**src/pkg/tmc_pkg.sv**
```systemverilog
// Purpose: constants and carriers for the timer module shell
// Assumes: 8-bit register port, one ref_clk domain
// Notes:   counter, compare A and compare P are 10 bits wide
package tmc_pkg;
  // ==========================================================
  // Widths
  localparam int CW = 10;
  typedef logic [CW-1:0] tmc_cnt_t;
  typedef logic [7:0]    tmc_byte_t;
  typedef logic [3:0]    tmc_addr_t;

  // ==========================================================
  // Register offsets
  localparam tmc_addr_t A_CTRL   = 4'h0;
  localparam tmc_addr_t A_MODE   = 4'h1;
  localparam tmc_addr_t A_CNT_L  = 4'h2;
  localparam tmc_addr_t A_CNT_H  = 4'h3;
  localparam tmc_addr_t A_CMPA_L = 4'h4;
  localparam tmc_addr_t A_CMPA_H = 4'h5;
  localparam tmc_addr_t A_CMPP_L = 4'h6;
  localparam tmc_addr_t A_CMPP_H = 4'h7;
  localparam tmc_addr_t A_PINSEL = 4'h8;
  localparam tmc_addr_t A_IRQST  = 4'h9;
  localparam tmc_addr_t A_IRQMSK = 4'hA;

  // ==========================================================
  // Field positions
  localparam int CTRL_ON  = 3;   // control: enable bit
  localparam int CTRL_CKL = 4;   // control: clock select, 3 bits
  localparam int MODE_INI = 3;   // mode: initial output level
  localparam int MODE_IOL = 4;   // mode: pin function, 2 bits
  localparam int MODE_ML  = 6;   // mode: operating mode, 2 bits
  localparam int MODE_CLR = 0;   // mode: 1 clears on A, 0 on P
  localparam int IRQ_A    = 0;
  localparam int IRQ_P    = 1;

  // ==========================================================
  // Encodings
  localparam logic [2:0] CK_SYS4  = 3'h0;
  localparam logic [2:0] CK_SYS   = 3'h1;
  localparam logic [2:0] CK_H16   = 3'h2;
  localparam logic [2:0] CK_H64   = 3'h3;
  localparam logic [2:0] CK_SUB   = 3'h4;
  localparam logic [2:0] CK_EXTR  = 3'h6;
  localparam logic [2:0] CK_EXTF  = 3'h7;
  localparam logic [1:0] M_CMP    = 2'h0;
  localparam logic [1:0] M_PWM    = 2'h2;
  localparam logic [1:0] M_TMR    = 2'h3;
  localparam logic [1:0] IO_LOW   = 2'h1;
  localparam logic [1:0] IO_HIGH  = 2'h2;
  localparam logic [1:0] IO_TOG   = 2'h3;

  // ==========================================================
  // Reset values and prescale counts
  localparam tmc_byte_t RST_BYTE = 8'h00;
  localparam tmc_cnt_t  RST_CNT  = 10'h000;
  localparam logic [5:0] DIV4    = 6'h03;
  localparam logic [5:0] DIV16   = 6'h0F;
  localparam logic [5:0] DIV64   = 6'h3F;

  // ==========================================================
  // Carriers
  typedef struct packed {
    logic      wr;
    logic      rd;
    tmc_addr_t addr;
    tmc_byte_t wdata;
  } tmc_bus_s;

  typedef struct packed {
    logic out;   // level driven on the chosen pin
    logic oe0;   // first pin driven by the timer
    logic oe1;   // second pin driven by the timer
  } tmc_pin_s;
endpackage

```
**src/logic/tmc_timer.sv**
```systemverilog
// Purpose: common timer module: counter, two comparators, pins
// Assumes: bus and pins synchronous to ref_clk; high clock = ref_clk
// Notes:   low bytes of wide pairs go through one shared buffer

// How it works
// Counter equal to comparator raises interrupt, may clear, may drive pin
// Three-bit clock select picks system, high, sub or external clock
// External clock pin selected makes counter advance on its edges
// Separate interrupt flags for compare A and compare P matches
// External clock counts on rising or falling edge by selection
// External pin only taken by the timer while selected
// Compare output mode sets pin high, low or toggles on match
// PWM waveform leaves on the same output pins
// Pin choice bit routes output to first or second pin when enabled
// Upper four bits of pin select read as zero
// High bytes direct, low bytes only through shared buffer
// Low byte write of compare pair only loads the buffer
// High byte write updates high and copies buffer into low
// High byte read returns high and captures live low in buffer
// Low byte read returns the buffer contents
// Software writes low then high, reads high then low
// Counter and compare registers are ten bits wide here
// Counter increments once per active clock edge while enabled
module tmc_timer (
  input  wire logic              ref_clk,    // 100 MHz clock
  input  wire logic              sys_rst,    // sync reset, high
  input  wire tmc_pkg::tmc_bus_s bus,        // register requests
  output logic [7:0]             rdata,      // read data, next cycle
  input  wire logic              subTick,    // sub clock tick pulse
  input  wire logic              tckIn,      // timer_clock_input_pin
  output logic                   tckTaken,   // pin claimed by timer
  output tmc_pkg::tmc_pin_s      pinDrive,   // output pin drive
  output logic [3:0]             pinChoice,  // module3..0 pin choice
  output logic                   irq         // level interrupt
);
  import tmc_pkg::*;

  // ==========================================================
  // State
  typedef struct packed {
    tmc_byte_t  ctrl;
    tmc_byte_t  mode;
    // ten-bit counter and compares
    tmc_cnt_t   cnt;
    tmc_cnt_t   cmpA;
    tmc_cnt_t   cmpP;
    tmc_byte_t  lowBuf;
    logic [3:0] pinSel;
    logic [1:0] irqSt;
    logic [1:0] irqMsk;
    logic [5:0] pre;
    logic       tckPrev;
    logic       onPrev;
    logic       outLvl;
    tmc_byte_t  rd;
  } tmc_state_s;

  tmc_state_s st_r;
  tmc_state_s st_nxt;

  logic [2:0] ckSel;
  logic [1:0] opMode;
  logic [1:0] ioFn;
  logic       enOn;
  logic       tick;
  logic       hitA;
  logic       hitP;
  logic       clrA;
  logic       pwmLvl;

  // Upper bits of a 10-bit value as a byte
  function automatic tmc_byte_t hiByte(input tmc_cnt_t v);
    hiByte = {6'h00, v[CW-1:8]};
  endfunction

  assign ckSel  = st_r.ctrl[CTRL_CKL +: 3];
  assign enOn   = st_r.ctrl[CTRL_ON];
  assign opMode = st_r.mode[MODE_ML +: 2];
  assign ioFn   = st_r.mode[MODE_IOL +: 2];
  assign clrA   = st_r.mode[MODE_CLR];

  // ==========================================================
  // Clock source decode
  // source select
  always_comb begin
    case (ckSel)
      CK_SYS4: tick = (st_r.pre[1:0] == DIV4[1:0]);
      CK_SYS:  tick = 1'b1;
      CK_H16:  tick = (st_r.pre[3:0] == DIV16[3:0]);
      CK_H64:  tick = (st_r.pre == DIV64);
      CK_SUB:  tick = subTick;
      // external edge counting
      CK_EXTR: tick = tckIn & ~st_r.tckPrev;
      CK_EXTF: tick = ~tckIn & st_r.tckPrev;
      // Reserved code stops the counter
      default: tick = 1'b0;
    endcase
  end

  // claim shared pin only when chosen
  assign tckTaken = (ckSel == CK_EXTR) || (ckSel == CK_EXTF);

  // compare match on an active edge
  assign hitA = enOn && tick && (st_r.cnt == st_r.cmpA);
  assign hitP = enOn && tick && (st_r.cnt == st_r.cmpP);

  // Edge aligned PWM: active while below compare A
  assign pwmLvl = (st_r.cnt < st_r.cmpA);

  // ==========================================================
  // Next state
  always_comb begin
    st_nxt = st_r;
    st_nxt.pre     = st_r.pre + 6'h01;
    st_nxt.tckPrev = tckIn;
    st_nxt.onPrev  = enOn;
    st_nxt.rd      = RST_BYTE;

    // count while enabled
    if (enOn && tick) begin
      st_nxt.cnt = st_r.cnt + 10'h001;
    end
    // match clears counter when chosen
    if ((hitP && !clrA) || (hitA && clrA)) begin
      st_nxt.cnt = RST_CNT;
    end

    // compare output action on A match
    if (opMode == M_CMP && hitA) begin
      case (ioFn)
        IO_LOW:  st_nxt.outLvl = 1'b0;
        IO_HIGH: st_nxt.outLvl = 1'b1;
        IO_TOG:  st_nxt.outLvl = ~st_r.outLvl;
        default: st_nxt.outLvl = st_r.outLvl;
      endcase
    end
    // PWM on the same pins
    if (opMode == M_PWM) begin
      case (ioFn)
        2'h0:    st_nxt.outLvl = 1'b0;
        2'h1:    st_nxt.outLvl = 1'b1;
        2'h2:    st_nxt.outLvl = pwmLvl;
        default: st_nxt.outLvl = st_r.outLvl;
      endcase
    end
    // Turn-on restarts count and output level
    if (enOn && !st_r.onPrev) begin
      st_nxt.cnt    = RST_CNT;
      st_nxt.outLvl = st_r.mode[MODE_INI];
    end

    // Register reads; read of status clears it
    if (bus.rd) begin
      case (bus.addr)
        A_CTRL:   st_nxt.rd = st_r.ctrl;
        A_MODE:   st_nxt.rd = st_r.mode;
        // high read captures live low
        A_CNT_H: begin
          st_nxt.rd     = hiByte(st_r.cnt);
          st_nxt.lowBuf = st_r.cnt[7:0];
        end
        A_CMPA_H: begin
          st_nxt.rd     = hiByte(st_r.cmpA);
          st_nxt.lowBuf = st_r.cmpA[7:0];
        end
        A_CMPP_H: begin
          st_nxt.rd     = hiByte(st_r.cmpP);
          st_nxt.lowBuf = st_r.cmpP[7:0];
        end
        // low read returns buffer
        A_CNT_L, A_CMPA_L, A_CMPP_L: st_nxt.rd = st_r.lowBuf;
        // unimplemented bits zero
        A_PINSEL: st_nxt.rd = {4'h0, st_r.pinSel};
        A_IRQST: begin
          st_nxt.rd    = {6'h00, st_r.irqSt};
          st_nxt.irqSt = 2'h0;
        end
        A_IRQMSK: st_nxt.rd = {6'h00, st_r.irqMsk};
        default:  st_nxt.rd = RST_BYTE;
      endcase
    end

    // Register writes; counter bytes are read only
    if (bus.wr) begin
      case (bus.addr)
        A_CTRL:   st_nxt.ctrl = bus.wdata;
        A_MODE:   st_nxt.mode = bus.wdata;
        // low write lands in buffer only
        A_CMPA_L, A_CMPP_L: st_nxt.lowBuf = bus.wdata;
        // high write copies buffer to low
        A_CMPA_H: st_nxt.cmpA = {bus.wdata[1:0], st_r.lowBuf};
        A_CMPP_H: st_nxt.cmpP = {bus.wdata[1:0], st_r.lowBuf};
        A_PINSEL: st_nxt.pinSel = bus.wdata[3:0];
        A_IRQMSK: st_nxt.irqMsk = bus.wdata[1:0];
        default:  st_nxt.pinSel = st_r.pinSel;
      endcase
    end

    // two sticky sources; set beats read clear
    if (hitA) begin
      st_nxt.irqSt[IRQ_A] = 1'b1;
    end
    if (hitP) begin
      st_nxt.irqSt[IRQ_P] = 1'b1;
    end
  end

  // ==========================================================
  // State register
  always_ff @(posedge ref_clk) begin
    if (sys_rst) begin
      st_r <= '0;
    end else begin
      st_r <= st_nxt;
    end
  end

  // ==========================================================
  // Outputs
  assign rdata     = st_r.rd;
  assign pinChoice = st_r.pinSel;
  assign irq       = |(st_r.irqSt & st_r.irqMsk);

  // route to one pin; other stays I/O
  // Timer/counter mode keeps pins released
  always_comb begin
    pinDrive.out = st_r.outLvl;
    pinDrive.oe0 = enOn && (opMode != M_TMR) && !st_r.pinSel[0];
    pinDrive.oe1 = enOn && (opMode != M_TMR) && st_r.pinSel[0];
  end
endmodule

```
**config.mk**
```make
export PLATFORM = sky130hd
export DESIGN_NAME = tmc_timer
export DESIGN_NICKNAME = d
export VERILOG_FILES = /design/src/pkg/tmc_pkg.sv /design/src/logic/tmc_timer.sv
export SDC_FILE = /design/constraint.sdc
export NUM_CORES = 1
export LEC_CHECK = 0
export ABC_AREA = 1
export BUFFER_PORTS_ARGS = -buffer_cell sky130_fd_sc_hd__clkbuf_2
export CORE_UTILIZATION = 55
export DETAILED_ROUTE_END_ITERATION = 8
export PLACE_DENSITY = 0.74
export RECOVER_POWER = 100
export SLEW_MARGIN = 40
export SYNTH_ARGS = -nofsm -noshare
export SYNTH_HDL_FRONTEND = slang
export SYNTH_SLANG_ARGS = --single-unit
```
**constraint.sdc**
```tcl
create_clock -name ref_clk -period 1.8 [get_ports ref_clk]
set_input_delay 0.36 -clock ref_clk [delete_from_list [all_inputs] [get_ports ref_clk]]
set_output_delay 0.36 -clock ref_clk [all_outputs]
set_load 0.02 [all_outputs]
```
## Yosys cells after proc, flatten, opt, wreduce, memory -nomap -nowiden

Index checks and enable logic that the tools add are counted.

| storage, ports and cells | value |
|---|---|
| output and inout bits | 17 |
| input bits | 18 |
| logic and storage cells | 107 |
| register bits after elaboration | 79 |

| cells by class | value |
|---|---|
| reduce and logical (&&, ||, !) cells | 39 |
| bitwise gates (word level) | 7 |
| $lt $le $gt $ge | 1 |
| muxes and demuxes | 16 |
| eq/ne operators | 27 |
| add/subtract/negate cells | 2 |

Operator list:

| operator | count |
|---|---|
| $pmux 8 s9 | 1 |
| $pmux 8 s3 | 1 |
| $eq 10x10->1 | 2 |
| $eq 4x3->1 const B | 4 |
| $eq 4x4->1 const B | 4 |
| $mux 8 | 2 |
| $reduce_and 2->1 | 8 |
| $mux 12 | 1 |
| $add 10x1->10 const B | 1 |
| $logic_and 1x1->1 | 10 |
| $lt 10x10->1 | 1 |
| $eq 3x3->1 const B | 3 |
| $eq 2x2->1 const B | 4 |
| $eq 4x2->1 const B | 2 |
| $reduce_bool 2->1 | 4 |
| $pmux 1 s7 | 1 |
| $add 6x1->6 const B | 1 |
| $eq 3x2->1 const B | 2 |
| $eq 6x6->1 const B | 1 |
| $pmux 1 s3 | 2 |
| $reduce_or 2->1 | 3 |
| $reduce_or 3->1 | 2 |
| $mux 1 | 5 |
| $ne 5x1->1 const B | 1 |
| 17 further kinds | 26 |

## Logic depth before layout (Yosys ltp)

Gate-level depths: netlist of the first run.

| logic depth | value |
|---|---|
| word-level depth | 9 |
| gate-level depth with buffers | 15 |
| depth with buffers taken out | 15 |

## Least setup slack after synthesis of the first run

No wires, ideal clock.

| path | value |
|---|---|
| path kind | reg2reg |
| from | register st_r[52] (netlist name) |
| to | register st_r[56] (netlist name) |
| period minus slack after synthesis | 1.511 ns |
| slack | 0.289 ns |
| data arrival time | 1.390 ns |
| data required time | 1.679 ns |
| cell stages (with the launch flop) | 10 |
| setup time | 0.121 ns |
| buffers on the path | 0 |
| cell sequence | dfxtp_1 > inv_1 > ha_1 > nand2_1 > nor2_1 > nand2_1 > nor2_1 > nand3_1 > nand4_2 > nor2_1 |

| on the way | value |
|---|---|
| cells in the longest elaborated chain, start to end | 5 |

RTL lines:

| what | line | source |
|---|---|---|
| start: declaration | tmc_timer.sv:58 | `tmc_state_s st_r;` |
| start signal: assignment | tmc_timer.sv:214 | `st_r <= st_nxt;` |
| $eq 10x10->1 | tmc_timer.sv:104 | `assign hitA = enOn && tick && (st_r.cnt == st_r.cmpA);` |
| $logic_and 1x1->1 | tmc_timer.sv:104 |  |
| $logic_and 1x1->1 | tmc_timer.sv:124 | `if ((hitP && !clrA) \|\| (hitA && clrA)) begin` |
| $logic_or 1x1->1 | tmc_timer.sv:124 |  |
| $reduce_or 3->1 (no line) | -- |  |

Every way passes these cells.
A chain may end at the register's enable or synchronous reset.

## Final worst setup path of the first run

| path | value |
|---|---|
| from | register st_r[62] (netlist name) |
| to | register st_r[56] (netlist name) |

| on the way | value |
|---|---|
| cells in the longest elaborated chain, start to end | 5 |
| elaborated cells between the ends (all ways) | 8 |
| classes of those cells | eq/ne: 2; reduce/logical: 6 |

RTL lines:

| what | line |
|---|---|
| $eq 10x10->1 (on tied branches) | tmc_timer.sv:105, tmc_timer.sv:104 |
| $logic_and 1x1->1 (on tied branches) | tmc_timer.sv:105, tmc_timer.sv:104 |
| $logic_and 1x1->1 | tmc_timer.sv:124 |
| $logic_or 1x1->1 * | tmc_timer.sv:124 |
| $reduce_or 3->1 (no line) * | -- |

Every way passes the cells marked *; elsewhere a longest branch is shown, timed or not.

==> results of run 1 <==
==> flip-flops by register name (all words and copies together) (netlist names) <==
| register | count |
|---|---|
| enOn | 1 |
| pinChoice | 4 |
| st_r | 57 |
| rdata | 8 |
| pinDrive | 1 |
| ioFn | 2 |
| opMode | 2 |
| clrA | 1 |
| ckSel | 3 |
==> final timing paths <==
check	end	start	slack, ps
worst min register to register	st_r[11]	st_r[11]	420
worst max register to register	st_r[56]	st_r[62]	110
worst min-delay path	st_r[10]	tckIn	220
worst max-delay path	st_r[56]	st_r[62]	110
==> routing by layer <==
metal	wire length, um	track usage	vias to the layer above
li1	-	-	1987
met1	4860	0.381	1863
met2	5160	0.471	193
met3	813	0.0489	43
met4	365	0.133	0
met5	0	0	-
==> worst max-delay path: stages (launching register included) <==
cell	delay (ps)
sky130_fd_sc_hd__dfxtp_1	370
sky130_fd_sc_hd__ha_1	350
sky130_fd_sc_hd__nand2_1	80
sky130_fd_sc_hd__nor2_2	140
sky130_fd_sc_hd__nand2_1	100
sky130_fd_sc_hd__nor2_4	140
sky130_fd_sc_hd__buf_4	130
sky130_fd_sc_hd__nand3_4	100
sky130_fd_sc_hd__nand4_4	120
sky130_fd_sc_hd__nor2_1	60
==> power by group <==
part	leakage (nW)	internal (mW)	switching, mW
Combinational	1.10	0.110	0.211
Sequential	0.641	1.78	0.0303
Clock	0.121	0.935	0.703
==> cell usage after synthesis (all sizes together) <==
| master | count |
|---|---|
| nand2 | 118 |
| inv | 92 |
| dfxtp | 79 |
| a21oi | 59 |
| nor2 | 52 |
| o21ai | 50 |
| buf | 22 |
| nand3 | 22 |
| ha | 16 |
| nor3 | 13 |
| xor2 | 10 |
| o22ai | 9 |
| o2111ai | 8 |
| o211ai | 8 |
| nand4 | 7 |
| clkbuf | 5 |
| a221oi | 3 |
| o221ai | 3 |
| or2 | 2 |
| a211oi | 1 |
| nor4 | 1 |
| o21a | 1 |
| o21bai | 1 |
| o2bb2ai | 1 |
| xnor2 | 1 |
==> stage by stage <==
stage / power [mW] / setup WS (ps)
after floorplan: 2.05 / 289
after global placement: 2.15 / 72.8
after detailed placement: 2.15 / -1.90
after CTS: 3.75 / 29.5
after global routing: 3.88 / -1.64
final: 3.77 / 110
==> cells in the final DEF, fill, tap and decap left out, drive strengths merged, types with 2 or more instances in the layout <==
cell type / count
nand2: 118
inv: 92
dfxtp: 79
a21oi: 59
nor2: 52
o21ai: 50
clkbuf: 46
nand3: 22
ha: 16
buf: 15
nor3: 13
xor2: 10
o22ai: 9
o2111ai: 8
o211ai: 8
nand4: 8
o221ai: 3
a221oi: 3
bufinv: 3
clkinv: 3
or2: 2
==> cell type report <==
cell class,count,area share
Timing Repair Buffer,51,0.0591
Tap cell,99,0.0262
Multi-Input combinational cell,387,0.451
Clock inverter,6,0.0247
Sequential cell,79,0.336
Clock buffer,10,0.0270
Inverter,92,0.0758
==> cell families after synthesis <==
kind of cell / count (synthesis) / synth area share
flops: 79 / 0.377
fa+ha+maj: 16 / 0.0477
xor+xnor: 11 / 0.0230
buf+inv: 119 / 0.127
compound gates: 144 / 0.196
simple gates: 215 / 0.229
==> repair_timing <==
item | CTS | global route
gates resized for setup | 1 | 17
pin swaps | 0 | 3
hold endpoints to repair | 0 | 0
endpoints found under the setup margin | 2 | 11
setup buffers | 0 | 2
cloned | 0 | 1
==> Flow_metrics.wiki, run 1 <==
{| class="wikitable"
! Metric !! Value
|-
| Req. time, crit path || 2050 ps
|-
| Synth area leader || sky130_fd_sc_hd__dfxtp_1
|-
| Util after Layout || 0.647
|-
| Sum Neg Setup Slack || 0 ps
|-
| WHS Path Cells || 3
|-
| Post-route ant nets || 0
|-
| Antenna violations before repair || 0
|-
| Share of layout cells above drive strength 1 || 0.125
|-
| Area taken by multi-input logic gates || roughly 2100 um2
|-
| Post-Synthesis Cell Area || about 4200 um2
|-
| Area grow syn2layout || 12.6%
|-
| Final critical delay including setup and external delays || approximately 1700 ps
|-
| H-tree lvl count || 3
|-
| Number of nets in the synthesized netlist || between 600 and 700
|-
| Endpoint type of the worst setup path || flip-flop
|-
| Routed vias || a little over 4000
|-
| DR DRC count || 0
|-
| Std cell rows || 31
|-
| Number of buffers between clock root and the deepest sink || 2
|-
| Root Buffer || sky130_fd_sc_hd__clkbuf_8
|-
| Final worst hold slack || approximately 220 ps
|-
| First-pass GRT wire length || between 15000 and 20000 um
|-
| TritonCTS buffer count || 9
|-
| Clock Latency Late Sink || approximately 360 ps
|-
| Synthesized instance count || about 600
|-
| Number of distinct library cells after synthesis || 40
|-
| Post-DR wirelength/cell || approximately 15 um
|-
| Maximum fanout encountered on the critical timing path || 5
|-
| Largest net degree at the start of global routing || 27
|-
| Run status || complete, no violations
|-
| Max IR drop VDD || approximately 0.44 mV
|-
| Area fraction of the dominant cell type after synthesis || 0.377
|-
| Post-DP HPWL || 8130 um
|-
| Final cell count without fillers || approximately 720
|-
| Cell area power density || around 800 nW/um2
|-
| CTS tree || done
|-
| Synth Warn # || 0
|-
| Final-layout fill cell count || 670
|-
| Endpoints failing setup || 0
|-
| Std-Cell Core Area || about 7300 um2
|-
| Part of the Yosys area used for sequential elements || 0.377
|-
| Placer's final routability congestion estimate || a little over 0.9
|-
| Slew at the pin closest to its max-slew limit || between 1000 and 1500 ps
|-
| First-iteration detailed-routing DRC count || 350
|-
| Kind of critical path || reg2reg
|-
| Number of nets in the layout || 654
|-
| Max-cap viol count || 0
|-
| Worst hold path class || in2reg
|-
| Global Route Usage Sum || 0.291
|-
| Synth top area cells || sky130_fd_sc_hd__dfxtp_1 38%, sky130_fd_sc_hd__nand2_1 9.7%, sky130_fd_sc_hd__inv_1 7.3%
|-
| Number of sinks handled by clock tree synthesis || between 70 and 80
|-
| Number of antenna repair diodes || 0
|-
| Final Skew || roughly 10 ps
|-
| Synthesized area divided by synthesized cell count || about 7.2 um2
|-
| Effective utilization at floorplan || 0.575
|-
| Worst reg2reg path depth || 9
|-
| Worst path arrival time || between 1500 and 2000 ps
|-
| Number of max-slew violations in the final report || 0
|-
| Leakage Power || 1.86 nW
|-
| Synthesized flop and latch total || 79
|-
| Post-cts hold buffer count || 0
|-
| Design Area, Final || around 4700 um2
|-
| Clock-pin transition on the worst setup and hold timing paths || 90 ps
|-
| Highest achievable clock rate || 0.592 GHz
|-
| IO buf count || 34
|-
| Global-route congestion overflow total || 0
|-
| Post-route clock period utilization || 0.939
|-
| Post-detailed-placement cell area || approximately 4400 um2
|-
| Die W || slightly below 90 um
|-
| Detailed-router iteration count before antenna repair || 5
|-
| Rel. slew slack || 0.293
|-
| Placed cell count || 705
|-
| Number of top-level design ports || 35
|-
| Wire length reported by the detailed router || around 11000 um
|-
| Via count of the first global-routing pass || 3566
|-
| Critical Path Source Type || flip-flop
|-
| Reg area || between 1500 and 2000 um2
|-
| Die outline height || between 80 and 90 um
|-
| Via/cell ratio || 5.64
|-
| Final-report hold violation count || 0
|-
| Die area || around 8000 um2
|}
Note: power is estimated with default switching activity, not from simulation.
==> inputs of run 2 (changes only) <==
Settings changed: ABC_CLOCK_PERIOD_IN_PS set to 1800, PLACE_DENSITY 0.74 to unset, PLACE_DENSITY_LB_ADDON set to 0.25.
==> Flow_metrics.wiki, run 2 (same netlist as run 1, synthesis figures left out) <==
{| class="wikitable"
! Metric !! Value
|-
| Run status || complete, no violations
|-
| TritonCTS buffer count || 9 (unchanged)
|-
| Routed vias || 3962 (-3.0%)
|-
| IO buf count || 34 (unchanged)
|-
| Cell with the most instances on the worst path || sky130_fd_sc_hd__nand2_1
|-
| Highest cell delay on the worst timing path || 370 ps (about the same)
|-
| Flip-flop count of the largest register, all copies and words added || 57 (unchanged)
|-
| Area grow syn2layout || 9.61%
|-
| Post-route ant nets || 0 (unchanged)
|-
| Max IR drop VDD || 0.420 mV (-4.6%)
|-
| DR DRC count || 0 (unchanged)
|-
| Util after Layout || 0.630 (-0.0170)
|-
| Number of nets in the layout || 652 (-0.31%)
|-
| Die area || 7980 um2 (unchanged)
|-
| Leakage Power || 1.82 nW (-2.4%)
|-
| Via count of the first global-routing pass || 3625 (+1.7%)
|-
| Placer's final routability congestion estimate || 0.891 (-2.3%)
|-
| Worst path arrival time || 1930 ps (about the same)
|-
| Maximum fanout encountered on the critical timing path || 5 (unchanged)
|-
| Kind of critical path || reg2reg
|-
| Global Route Usage Sum || 0.293 (+0.00274)
|-
| Most frequent standard cell in the layout excluding fill and tap cells || sky130_fd_sc_hd__nand2_1
|-
| Post-DP HPWL || 8120 um (about the same)
|-
| Endpoint type of the worst setup path || flip-flop
|-
| Post-DR wirelength/cell || 15.2 um (-1.9%)
|-
| Number of top-level design ports || 35 (unchanged)
|-
| Register with the highest flop count || st_r
|-
| Highest achievable clock rate || 0.595 GHz (+0.64%)
|-
| Number of sinks handled by clock tree synthesis || 79 (unchanged)
|-
| Post-cts hold buffer count || 0 (unchanged)
|-
| Final critical delay including setup and external delays || 1680 ps (-10.7 ps)
|-
| Post-route clock period utilization || 0.933 (-0.00595)
|-
| Number of setup buffers added after CTS || 0 (unchanged)
|-
| Endpoints failing setup || 0 (unchanged)
|-
| Sum Neg Setup Slack || 0 ps (unchanged)
|-
| Effective utilization at floorplan || 0.575 (unchanged)
|-
| Slew at the pin closest to its max-slew limit || 619 ps (-442 ps)
|-
| H-tree lvl count || 3 (unchanged)
|-
| Die W || 89.3 um (unchanged)
|-
| Cell area power density || 716 nW/um2 (-11%)
|-
| Max-cap viol count || 0 (unchanged)
|-
| Final-layout fill cell count || 691 (+3.1%)
|-
| Die outline height || 89.3 um (unchanged)
|-
| Worst reg2reg path depth || 10 (+1)
|-
| Antenna violations before repair || 0 (unchanged)
|-
| Number of buffers between clock root and the deepest sink || 2 (unchanged)
|-
| Std cell rows || 31 (unchanged)
|-
| Final-report hold violation count || 0 (unchanged)
|-
| Slowest cell on the critical path || sky130_fd_sc_hd__dfxtp_1
|-
| Critical Path Source Type || flip-flop
|-
| Std-Cell Core Area || 7290 um2 (unchanged)
|-
| Final Skew || 11.5 ps (+1.56 ps)
|-
| Reg area || 1580 um2 (-0.24%)
|-
| Number of max-slew violations in the final report || 0 (unchanged)
|-
| Number of antenna repair diodes || 0 (unchanged)
|-
| Clock-pin transition on the worst setup and hold timing paths || 80 ps (about the same)
|-
| Highest-count cells in the layout ignoring fill and taps || 113 x sky130_fd_sc_hd__nand2_1, 84 x sky130_fd_sc_hd__inv_1, 78 x sky130_fd_sc_hd__dfxtp_1
|-
| WHS Path Cells || 3 (unchanged)
|-
| Cell-by-cell trace of the critical path || ha_1 > nand2_1 > nor2_2 > nand2_1 > nor2_4 > nand4_1 > nand2_1 > nand3_1 > nand2_1 > nor2_1
|-
| Via/cell ratio || 5.50 (-2.6%)
|-
| Wire length reported by the detailed router || 11000 um (-2.3%)
|-
| Worst hold path class || in2reg
|-
| Req. time, crit path || 2050 ps (about the same)
|-
| CTS tree || done
|-
| Largest net degree at the start of global routing || 32 (+19%)
|-
| Rel. slew slack || 0.587 (+0.294)
|-
| First-pass GRT wire length || 17400 um (+0.80%)
|-
| First-iteration detailed-routing DRC count || 267 (-24%)
|-
| Area taken by multi-input logic gates || 2110 um2 (-0.76%)
|-
| Detailed-router iteration count before antenna repair || 5 (unchanged)
|-
| Share of layout cells above drive strength 1 || 0.117 (-0.00744)
|-
| Clock Latency Late Sink || 350 ps (about the same)
|-
| Global-route congestion overflow total || 0 (unchanged)
|-
| Root Buffer || sky130_fd_sc_hd__clkbuf_8
|}
==> run 2: changes by cell type in the layout (fill, tap and decap cells not counted), sizes merged <==
cell / before / now
bufinv: 3 / 0
clkinv: 3 / 5
buf: 15 / 14
clkbuf: 46 / 45
clkinvlp: 0 / 1
inv: 92 / 91
==> run 2: through the flow <==
stage	total power [mW]	hold slack (ps)	area [um2]	std cells	setup slack [ps]
2_1_floorplan	2.05	418	4190	584	289
3_3_place_gp	2.14	430	4420	705	126
3_5_place_dp	2.15	450	4420	705	37.0
4_1_cts	3.28	235	4580	720	33.6
5_1_grt	3.41	267	4600	721	-24.1
6_report	3.29	236	4600	721	120
==> run 2: critical path: cells and delay by family, from the launching register on <==
family / cells / cell delay (ps)
simple gates: 9 / 880
fa+ha+maj: 1 / 320
flops: 1 / 370
==> run 2: where the power goes <==
part / switching (mW) / internal, mW
clock network: 0.675 / 0.497
registers: 0.0301 / 1.78
logic: 0.206 / 0.0967
==> run 2: what timing repair did <==
action / 4_1_cts / 5_1_grt
endpoints found under the setup margin: 0 / 11
resized for setup: 0 / 17
endpoints found under the hold margin: 0 / 0
==> run 2: routing by layer <==
| metal | wire [um] | GRT usage | vias to the layer above |
|---|---|---|---|
| met5 | 0 | 0 | - |
| met4 | 395 | 0.152 | 0 |
| met3 | 545 | 0.0286 | 27 |
| met2 | 5020 | 0.468 | 123 |
| met1 | 4990 | 0.396 | 1836 |
| li1 | - | - | 1976 |
==> run 2: layout make-up <==
type | count | share of cell area
Sequential cell | 79 | 0.344
Inverter | 92 | 0.0779
Clock buffer | 10 | 0.0278
Tap cell | 99 | 0.0270
Timing Repair Buffer | 49 | 0.0558
Clock inverter | 5 | 0.00762
Multi-Input combinational cell | 387 | 0.460
==> run 2: path summary, 6_finish.rpt <==
| check | startpoint | to | slack (ps) |
|---|---|---|---|
| max | st_r[58] | pinDrive[2] | 120 |
| min | tckIn | st_r[10] | 240 |
| max reg2reg | st_r[58] | pinDrive[2] | 120 |
| min reg2reg | st_r[11] | st_r[11] | 430 |
